`src/adcs_regs.svh`:
```
// Register offsets, field positions and reset values of the converter selection block.
`ifndef ADCS_REGS_SVH
`define ADCS_REGS_SVH

`define ADCS_ADDR_W            8
`define ADCS_OFF_MUX_SELECT    8'h7c
`define ADCS_OFF_RESULT_LOW    8'h70
`define ADCS_OFF_RESULT_HIGH   8'h74
`define ADCS_OFF_IRQ_STATUS    8'h60
`define ADCS_OFF_IRQ_MASK      8'h64
`define ADCS_OFF_CONTROL       8'h68

`define ADCS_MUX_REF_HI        7
`define ADCS_MUX_REF_LO        6
`define ADCS_MUX_ALIGN_BIT     5
`define ADCS_MUX_CHAN_HI       4
`define ADCS_MUX_CHAN_LO       0

`define ADCS_STAT_DONE_BIT     0
`define ADCS_CTRL_START_BIT    0
`define ADCS_CTRL_BUSY_BIT     1

`define ADCS_RST_MUX_SELECT    8'h00
`define ADCS_RST_RESULT        10'h000
`define ADCS_RST_IRQ_MASK      1'b0

`define ADCS_DIFF_SIGN_FLIP    10'h200
`define ADCS_RESP_OKAY         2'b00
`define ADCS_RESP_SLVERR       2'b10

`endif

```
`src/adcs_pkg.sv`:
```
// Types shared by the converter selection block and its channel decoder.
`default_nettype none
package adcs_pkg;

    typedef enum logic [1:0] {
        ADCS_REF_PIN,
        ADCS_REF_SUPPLY,
        ADCS_REF_1V1,
        ADCS_REF_2V56
    } adcs_ref_t;

    typedef enum logic [1:0] {
        ADCS_GAIN_1X,
        ADCS_GAIN_10X,
        ADCS_GAIN_200X
    } adcs_gain_t;

    typedef struct packed {
        logic       differential;
        logic       bandgap;
        logic       ground;
        logic [2:0] pos_input;
        logic [2:0] neg_input;
        adcs_gain_t gain;
    } adcs_route_t;

endpackage
`default_nettype wire

```
`src/adcs_chan_decode.sv`:
```
// Decoder from the 5-bit channel and gain field to an analog input route.
`default_nettype none
`timescale 1ns/1ns
module adcs_chan_decode (
    input  wire logic [4:0]          channel_gain_field,
    output adcs_pkg::adcs_route_t    route
);
    always_comb begin
        route              = '0;
        route.gain         = adcs_pkg::ADCS_GAIN_1X;
        route.pos_input    = channel_gain_field[2:0];
        unique case (channel_gain_field[4:3])
            2'b00: begin
                route.differential = 1'b0;
            end
            2'b01: begin
                route.differential = 1'b1;
                route.pos_input    = {1'b0, channel_gain_field[2], channel_gain_field[0]};
                route.neg_input    = channel_gain_field[2] ? 3'h2 : 3'h0;
                route.gain         = channel_gain_field[1] ? adcs_pkg::ADCS_GAIN_200X
                                                           : adcs_pkg::ADCS_GAIN_10X;
            end
            2'b10: begin
                route.differential = 1'b1;
                route.neg_input    = 3'h1;
            end
            2'b11: begin
                if (channel_gain_field[2:1] == 2'b11) begin
                    route.bandgap   = ~channel_gain_field[0];
                    route.ground    = channel_gain_field[0];
                    route.pos_input = 3'h0;
                end else begin
                    route.differential = 1'b1;
                    route.neg_input    = 3'h2;
                end
            end
        endcase
    end
endmodule
`default_nettype wire

```
`src/adcs_top.sv`:
```
// Converter selection, result formatting and AXI4-Lite register slave.
//
// Functional notes
// - Single-ended result is unsigned 10 bits, 0x000 ground, 0x3ff reference less one step.
// - Single-ended code equals input voltage times 1024 over the reference.
// - Differential code equals difference times gain times 512 over the reference.
// - Differential results are two's complement, 0x200 for -512 to 0x1ff for +511.
// - Top bit of a differential result is its sign, one meaning negative.
// - New result appears in the low and high bytes when the done flag rises.
// - Reference field 00 pin, 01 analog supply, 10 internal 1.1V, 11 internal 2.56V.
// - Reference or channel changes mid-conversion apply only once that conversion is done.
// - Alignment bit one left-aligns the result; zero right-aligns it.
// - Alignment changes reformat the visible result at once, even mid-conversion.
// - Channel codes 0 to 7 single-ended inputs; 11110 bandgap; 11111 ground.
// - Codes 01000 to 01111 are differential pairs at gain 10x or 200x.
// - Codes 10000 to 11101 are unity gain pairs against input 1 or input 2.
// - After a low byte read, result updates wait until the high byte is read; the code drops a result finishing in that window.
// - Left: high byte holds bits 9:2, low 7:6 bits 1:0; right: high 1:0 bits 9:8.
//
// Our own choice: the AXI4-Lite register port.
`include "adcs_regs.svh"
`default_nettype none
`timescale 1ns/1ns
module adcs_top #(
    parameter int RESULT_W = 10
) (
    input  wire logic                 clock,
    input  wire logic                 reset_n,
    input  wire logic [7:0]           s_axi_awaddr,
    input  wire logic [2:0]           s_axi_awprot,
    input  wire logic                 s_axi_awvalid,
    output logic                      s_axi_awready,
    input  wire logic [31:0]          s_axi_wdata,
    input  wire logic [3:0]           s_axi_wstrb,
    input  wire logic                 s_axi_wvalid,
    output logic                      s_axi_wready,
    output logic [1:0]                s_axi_bresp,
    output logic                      s_axi_bvalid,
    input  wire logic                 s_axi_bready,
    input  wire logic [7:0]           s_axi_araddr,
    input  wire logic [2:0]           s_axi_arprot,
    input  wire logic                 s_axi_arvalid,
    output logic                      s_axi_arready,
    output logic [31:0]               s_axi_rdata,
    output logic [1:0]                s_axi_rresp,
    output logic                      s_axi_rvalid,
    input  wire logic                 s_axi_rready,
    output logic                      irq,
    output logic                      conv_start,
    output logic                      conv_busy,
    input  wire logic                 conv_done,
    input  wire logic [9:0]           conv_code,
    output adcs_pkg::adcs_ref_t       reference_source_field,
    output adcs_pkg::adcs_route_t     input_route
);

    // The formatting below is written for a 10-bit code only.
    if (RESULT_W != 10) begin : g_bad_width
        $error("adcs_top supports RESULT_W of 10 only");
    end

    // Register state.
    logic [7:0]             mux_select_ff;
    logic [7:0]             nxt_mux_select;
    logic [7:0]             shadow_ff;
    logic [7:0]             nxt_shadow;
    logic [9:0]             result_ff;
    logic [9:0]             nxt_result;
    logic                   lock_ff;
    logic                   nxt_lock;
    logic                   done_flag_ff;
    logic                   nxt_done_flag;
    logic                   mask_ff;
    logic                   nxt_mask;
    logic                   busy_ff;
    logic                   nxt_busy;
    logic                   start_ff;

    // Write channel state.
    logic                   aw_held_ff;
    logic [7:0]             aw_addr_ff;
    logic                   w_held_ff;
    logic [31:0]            w_data_ff;
    logic [3:0]             w_strb_ff;
    logic                   bvalid_ff;
    logic [1:0]             bresp_ff;

    // Read channel state.
    logic                   rvalid_ff;
    logic [31:0]            rdata_ff;
    logic [1:0]             rresp_ff;

    // Write decode.
    wire logic              aw_take   = s_axi_awvalid & s_axi_awready;
    wire logic              w_take    = s_axi_wvalid & s_axi_wready;
    wire logic              aw_have   = aw_held_ff | aw_take;
    wire logic              w_have    = w_held_ff | w_take;
    wire logic              wr_fire   = aw_have & w_have;
    wire logic [7:0]        wr_addr   = aw_held_ff ? aw_addr_ff : s_axi_awaddr;
    wire logic [31:0]       wr_data   = w_held_ff ? w_data_ff : s_axi_wdata;
    wire logic [3:0]        wr_strb   = w_held_ff ? w_strb_ff : s_axi_wstrb;
    wire logic              wr_lane0  = wr_fire & wr_strb[0];
    wire logic              wr_mux    = wr_addr == `ADCS_OFF_MUX_SELECT;
    wire logic              wr_stat   = wr_addr == `ADCS_OFF_IRQ_STATUS;
    wire logic              wr_mask   = wr_addr == `ADCS_OFF_IRQ_MASK;
    wire logic              wr_ctrl   = wr_addr == `ADCS_OFF_CONTROL;
    wire logic              wr_lo     = wr_addr == `ADCS_OFF_RESULT_LOW;
    wire logic              wr_hi     = wr_addr == `ADCS_OFF_RESULT_HIGH;
    wire logic              wr_mapped = wr_mux | wr_stat | wr_mask | wr_ctrl | wr_lo | wr_hi;

    // Read decode; the result byte reads carry the lock side effect.
    wire logic              ar_take   = s_axi_arvalid & s_axi_arready;
    wire logic              rd_mux    = s_axi_araddr == `ADCS_OFF_MUX_SELECT;
    wire logic              rd_stat   = s_axi_araddr == `ADCS_OFF_IRQ_STATUS;
    wire logic              rd_mask   = s_axi_araddr == `ADCS_OFF_IRQ_MASK;
    wire logic              rd_ctrl   = s_axi_araddr == `ADCS_OFF_CONTROL;
    wire logic              rd_lo     = s_axi_araddr == `ADCS_OFF_RESULT_LOW;
    wire logic              rd_hi     = s_axi_araddr == `ADCS_OFF_RESULT_HIGH;
    wire logic              rd_mapped = rd_mux | rd_stat | rd_mask | rd_ctrl | rd_lo | rd_hi;
    wire logic              lo_read   = ar_take & rd_lo;
    wire logic              hi_read   = ar_take & rd_hi;

    // Live alignment bit and shadowed reference and channel fields of the selection register.
    wire logic              align_left = mux_select_ff[`ADCS_MUX_ALIGN_BIT];
    wire logic [1:0]        shadow_ref = shadow_ff[`ADCS_MUX_REF_HI:`ADCS_MUX_REF_LO];
    wire logic [4:0]        shadow_chan = shadow_ff[`ADCS_MUX_CHAN_HI:`ADCS_MUX_CHAN_LO];

    // Conversion control.
    wire logic              start_req = wr_lane0 & wr_ctrl & wr_data[`ADCS_CTRL_START_BIT];
    wire logic              start_ok  = start_req & ~busy_ff;
    wire logic              finish    = busy_ff & conv_done;

    // Formatting of the finished code.
    adcs_pkg::adcs_route_t  route;
    wire logic [9:0]        diff_code = conv_code ^ `ADCS_DIFF_SIGN_FLIP;
    wire logic [9:0]        fmt_code  = route.differential ? diff_code
                                                           : conv_code;

    // Visible bytes are formed from the stored result and the live alignment bit.
    wire logic [7:0]        low_left  = {result_ff[1:0], 6'h00};
    wire logic [7:0]        high_left = result_ff[9:2];
    wire logic [7:0]        low_right = result_ff[7:0];
    wire logic [7:0]        high_right = {6'h00, result_ff[9:8]};
    wire logic [7:0]        low_view  = align_left ? low_left : low_right;
    wire logic [7:0]        high_view = align_left ? high_left : high_right;

    // Read data selection.
    wire logic [7:0]        rd_byte =
        rd_mux  ? mux_select_ff :
        rd_lo   ? low_view :
        rd_hi   ? high_view :
        rd_stat ? {7'h00, done_flag_ff} :
        rd_mask ? {7'h00, mask_ff} :
        rd_ctrl ? {6'h00, busy_ff, 1'b0} :
        8'h00;

    adcs_chan_decode u_chan_decode (
        .channel_gain_field (shadow_chan),
        .route              (route)
    );

    // Next values of the register file.
    always_comb begin
        nxt_mux_select = mux_select_ff;
        if (wr_lane0 & wr_mux) begin
            nxt_mux_select = wr_data[7:0];
        end
    end

    always_comb begin
        nxt_shadow = shadow_ff;
        if (!busy_ff) begin
            nxt_shadow = mux_select_ff;
        end
    end

    always_comb begin
        nxt_busy = busy_ff;
        if (start_ok) begin
            nxt_busy = 1'b1;
        end else if (finish) begin
            nxt_busy = 1'b0;
        end
    end

    always_comb begin
        nxt_lock = lock_ff;
        if (lo_read) begin
            nxt_lock = 1'b1;
        end else if (hi_read) begin
            nxt_lock = 1'b0;
        end
    end

    always_comb begin
        nxt_result = result_ff;
        if (finish && !lock_ff) begin
            nxt_result = fmt_code;
        end
    end

    // A completion in the same cycle as a write-one clear keeps the flag set.
    always_comb begin
        nxt_done_flag = done_flag_ff;
        if (wr_lane0 & wr_stat & wr_data[`ADCS_STAT_DONE_BIT]) begin
            nxt_done_flag = 1'b0;
        end
        if (finish) begin
            nxt_done_flag = 1'b1;
        end
    end

    always_comb begin
        nxt_mask = mask_ff;
        if (wr_lane0 & wr_mask) begin
            nxt_mask = wr_data[0];
        end
    end

    always_ff @(posedge clock) begin
        if (!reset_n) begin
            mux_select_ff <= `ADCS_RST_MUX_SELECT;
            shadow_ff     <= `ADCS_RST_MUX_SELECT;
            result_ff     <= `ADCS_RST_RESULT;
            lock_ff       <= 1'b0;
            done_flag_ff  <= 1'b0;
            mask_ff       <= `ADCS_RST_IRQ_MASK;
            busy_ff       <= 1'b0;
            start_ff      <= 1'b0;
        end else begin
            mux_select_ff <= nxt_mux_select;
            shadow_ff     <= nxt_shadow;
            result_ff     <= nxt_result;
            lock_ff       <= nxt_lock;
            done_flag_ff  <= nxt_done_flag;
            mask_ff       <= nxt_mask;
            busy_ff       <= nxt_busy;
            start_ff      <= start_ok;
        end
    end

    // Write address and data are held separately until both have arrived.
    always_ff @(posedge clock) begin
        if (!reset_n) begin
            aw_held_ff <= 1'b0;
            aw_addr_ff <= 8'h00;
        end else if (wr_fire) begin
            aw_held_ff <= 1'b0;
        end else if (aw_take) begin
            aw_held_ff <= 1'b1;
            aw_addr_ff <= s_axi_awaddr;
        end
    end

    always_ff @(posedge clock) begin
        if (!reset_n) begin
            w_held_ff <= 1'b0;
            w_data_ff <= 32'h0000_0000;
            w_strb_ff <= 4'h0;
        end else if (wr_fire) begin
            w_held_ff <= 1'b0;
        end else if (w_take) begin
            w_held_ff <= 1'b1;
            w_data_ff <= s_axi_wdata;
            w_strb_ff <= s_axi_wstrb;
        end
    end

    always_ff @(posedge clock) begin
        if (!reset_n) begin
            bvalid_ff <= 1'b0;
            bresp_ff  <= `ADCS_RESP_OKAY;
        end else if (wr_fire) begin
            bvalid_ff <= 1'b1;
            bresp_ff  <= wr_mapped ? `ADCS_RESP_OKAY : `ADCS_RESP_SLVERR;
        end else if (s_axi_bready) begin
            bvalid_ff <= 1'b0;
        end
    end

    always_ff @(posedge clock) begin
        if (!reset_n) begin
            rvalid_ff <= 1'b0;
            rdata_ff  <= 32'h0000_0000;
            rresp_ff  <= `ADCS_RESP_OKAY;
        end else if (ar_take) begin
            rvalid_ff <= 1'b1;
            rdata_ff  <= {24'h00_0000, rd_byte};
            rresp_ff  <= rd_mapped ? `ADCS_RESP_OKAY : `ADCS_RESP_SLVERR;
        end else if (s_axi_rready) begin
            rvalid_ff <= 1'b0;
        end
    end

    // Bus handshakes.
    assign s_axi_awready = ~aw_held_ff & ~bvalid_ff;
    assign s_axi_wready  = ~w_held_ff & ~bvalid_ff;
    assign s_axi_bvalid  = bvalid_ff;
    assign s_axi_bresp   = bresp_ff;
    assign s_axi_arready = ~rvalid_ff;
    assign s_axi_rvalid  = rvalid_ff;
    assign s_axi_rdata   = rdata_ff;
    assign s_axi_rresp   = rresp_ff;

    // Interrupt and converter side.
    assign irq        = done_flag_ff & mask_ff;
    assign conv_start = start_ff;
    assign conv_busy  = busy_ff;

    always_comb begin
        unique case (shadow_ref)
            2'b00: reference_source_field = adcs_pkg::ADCS_REF_PIN;
            2'b01: reference_source_field = adcs_pkg::ADCS_REF_SUPPLY;
            2'b10: reference_source_field = adcs_pkg::ADCS_REF_1V1;
            2'b11: reference_source_field = adcs_pkg::ADCS_REF_2V56;
        endcase
    end

    assign input_route = route;

    // Protection bits carry no meaning for this slave.
    wire logic [5:0] unused_prot = {s_axi_awprot, s_axi_arprot};

endmodule
`default_nettype wire

```
`config.mk`:
```
export PLATFORM = sky130hd
export DESIGN_NAME = adcs_top
export DESIGN_NICKNAME = d
export VERILOG_FILES = /design/src/adcs_pkg.sv /design/src/adcs_chan_decode.sv /design/src/adcs_top.sv
export VERILOG_INCLUDE_DIRS = /design/src
export SDC_FILE = /design/constraint.sdc
export NUM_CORES = 1
export LEC_CHECK = 0
export ABC_AREA = 0
export BUFFER_PORTS_ARGS = -buffer_cell sky130_fd_sc_hd__buf_2
export CAP_MARGIN = 0
export CORE_MARGIN = 5
export CORE_UTILIZATION = 49
export DETAILED_ROUTE_END_ITERATION = 16
export GPL_TIMING_DRIVEN = 1
export PLACE_DENSITY = 0.8
export SYNTH_ARGS = -nofsm -noshare
export SYNTH_HDL_FRONTEND = slang
export SYNTH_HIERARCHICAL = 1
export SYNTH_SLANG_ARGS = --single-unit
```
`constraint.sdc`:
```
create_clock -name clock -period 2.45 [get_ports clock]
set_clock_uncertainty 0.15 [all_clocks]
set_input_delay 0.49 -clock clock [delete_from_list [all_inputs] [get_ports clock]]
set_output_delay 0.49 -clock clock [all_outputs]
set_load 0.03 [all_outputs]
```
==> impl_metrics.ini <==
[setup_path]
worstPathRequired_ps = 1810
crit_path_start_kind = register
critPathArrivalTime_ps = 1520
worstRegToRegCells = 4
slowest_stage = dfxtp_1
cp_max_fo = 7
worst-path-buf-inv = 1
cp_num_cells = 4
setup.worst_path.end_class = output port
startpoint = shadow_ff[3]
critical_path.max_stage_delay_ps = 380
crit_type = register to output port
path_delay_family = flip-flops
timing.rr.start = aw_held_ff
crit_chain = ha_1, nand2b_1, and3_2, buf_2

[logic_synthesis]
synth.ff_latch_count = 61
yosys-top-cells-area = dfxtp_1 36%, mux2i_1 12%, buf_4 6.0%, nor2b_1 4.8%, nand2_1 4.0%
synth_most_common_cell = dfxtp_1
syn_avg_cell_area_um2 = 8.76
yosys_warnings = 6
ys_types = 52
synthArstFlopShare = 0
seq_area_frac_synth = 0.361
synth_commonest_cells = 61 x dfxtp_1, 40 x mux2i_1, 36 x nand2_1, 27 x buf_4, 26 x nor2b_1
synth_top_area_share = 0.361
synth-main-ff-cell = dfxtp_1
synth_top_area_cell = dfxtp_1
synthesis.area_um2 = 3380
synth_edf_count = 0
synth_cells = 386

[layout]
areaGrowthSynthToFinish_pct = 15.3
postLayoutCoreUtil = 0.577
final_nets = 526
layout-drive-gt1-share = 0.242
antenna_cells = 0

[global_route]
grt_pass1_wl_um = 12400
grtUsageTotal = 0.179
grt_pass1_vias = 2670
antenna_found_initial = 0
grt_overflow = 0
grt_max_degree = 44

[power]
leakagePower_nw = 1.78
ir_worst_vdd_mv = 0.316
p_per_area_nw_per_um2 = 611

[timing]
final.min_clock_period_ps = 2160
setup-tns-final_ps = 0
rsz0062_at_grt = no
tightestPinTransition_ps = 644
slew_violations = 0
timing.final.crit_share = 0.880
setup_ws_ps = 293
timing_hold_violations_final = 0
finalSetupViolCount = 0
fmax_mhz = 464
timing.slew.headroom = 0.571

[floorplan]
start_util = 0.501
dieWidth_um = 93.1
core_um2 = 6760
ios = 133
die_area_um2 = 8670
die-height_um = 93.1
num_rows = 30

[clock_tree]
clk_pin_slew_worst_paths_ps = 70
numCtsBuffers = 9
cts_setup_buffers = 0
cts_tree = yes
cts.path.max_buffers = 2
insertion_delay_ps = 330
clockRootBuffer = clkbuf_8
cts_hold_buffers = 0
htree_num_levels = 3
cts_resized = 0
cts.sinks = 61

[hold_path]
hp-start = s_axi_arvalid
min_path_cells = 2
hold_path_class = primary input to register

[place]
port_buffers = 72
place_ws_ps = 436
gp_congestion = 0.825
dp_hpwl_um = 5600

[routing]
antenna_left = 0
dr.first_iter.drc_count = 171
drcViolationCount = 0
vias_per_cell = 5.37
routed_wl_um = 7530
vias = 2854
wire_per_inst_um = 14.2
dr.pass1.iters = 4

[status]
outcome = finished clean

[flow_run]
drv_cap = 0
cells in the final DEF (no fill, tap or decap), types with 6 or more instances in the layout:
cell type / count
nor3_1: 6
a21oi_1: 13
buf_2: 72
mux2i_1: 40
nand3_1: 9
buf_4: 9
clkbuf_8: 11
inv_1: 10
and3_1: 6
nand3b_1: 6
o211ai_1: 11
dfxtp_1: 61
nor2_1: 12
o21ai_0: 13
o211a_1: 9
a21boi_0: 15
nor2b_1: 26
conb_1: 27
nand2_1: 36
per-layer routing:
| layer | track usage | part of all wire |
|---|---|---|
| met3 | 0.0587 | 0.082 |
| met5 | 0 | 0 |
| met1 | 0.224 | 0.43 |
| met2 | 0.291 | 0.48 |
| met4 | 0.0562 | 0.0077 |
where the power goes:
| group | switching [W] | internal (W) |
|---|---|---|
| combinational | 0.000211 | 0.000114 |
| clock | 0.000390 | 0.000626 |
| sequential | 0.0000243 | 0.00102 |
| total | 0.000626 | 0.00176 |
worst register-to-register path, delay by kind of cell, from the launching register on:
kind | cells | cell delay (ps)
AOI/OAI and AO/OA | 3 | 720
DFF | 1 | 600
and+or+nand+nor | 1 | 470
state kept, by name (all words and copies together), names as in the netlist, 7 cells and up:
signal	count
result_ff	10
mux_select_ff	8
shadow_ff	7
aw_addr_ff	8
w_data_ff	8
s_axi_rdata	8
stage by stage:
stage | hold WS, ps | cell area (um2) | instances | power (W)
2_1_floorplan | 297 | 3480 | 411 | 0.00133
3_3_place_gp | 305 | 3670 | 515 | 0.00138
3_5_place_dp | 311 | 3670 | 515 | 0.00139
4_1_cts | 238 | 3900 | 531 | 0.00240
5_1_grt | 242 | 3900 | 531 | 0.00250
6_report | 253 | 3900 | 531 | 0.00238
cells by family after synthesis:
logic type / Yosys count / share of synthesized area
simple gates: 125 / 0.201
compound gates: 81 / 0.177
buf+inv: 67 / 0.109
flops: 61 / 0.361
mux: 42 / 0.125
fa+ha+maj: 4 / 0.0148
xor+xnor: 4 / 0.0104
other cells: 2 / 0.00222
final timing paths:
| kind | to | slack [ps] |
|---|---|---|
| worst max-delay path | input_route[7] | 290 |
| worst min-delay path | s_axi_rvalid | 250 |
| worst max register to register | s_axi_bresp[1] | 410 |
| worst min register to register | s_axi_rdata[6] | 320 |
layout make-up:
| class | instances | area, um2 |
|---|---|---|
| Fill cell | 633 | 2860 |
| Multi-Input combinational cell | 283 | 1890 |
| Sequential cell | 61 | 1220 |
| Timing Repair Buffer | 81 | 428 |
| Clock buffer | 12 | 155 |
| Tap cell | 80 | 100 |
| Clock inverter | 4 | 70.1 |
| Inverter | 10 | 37.5 |
Power figures use the tool's default switching activity.
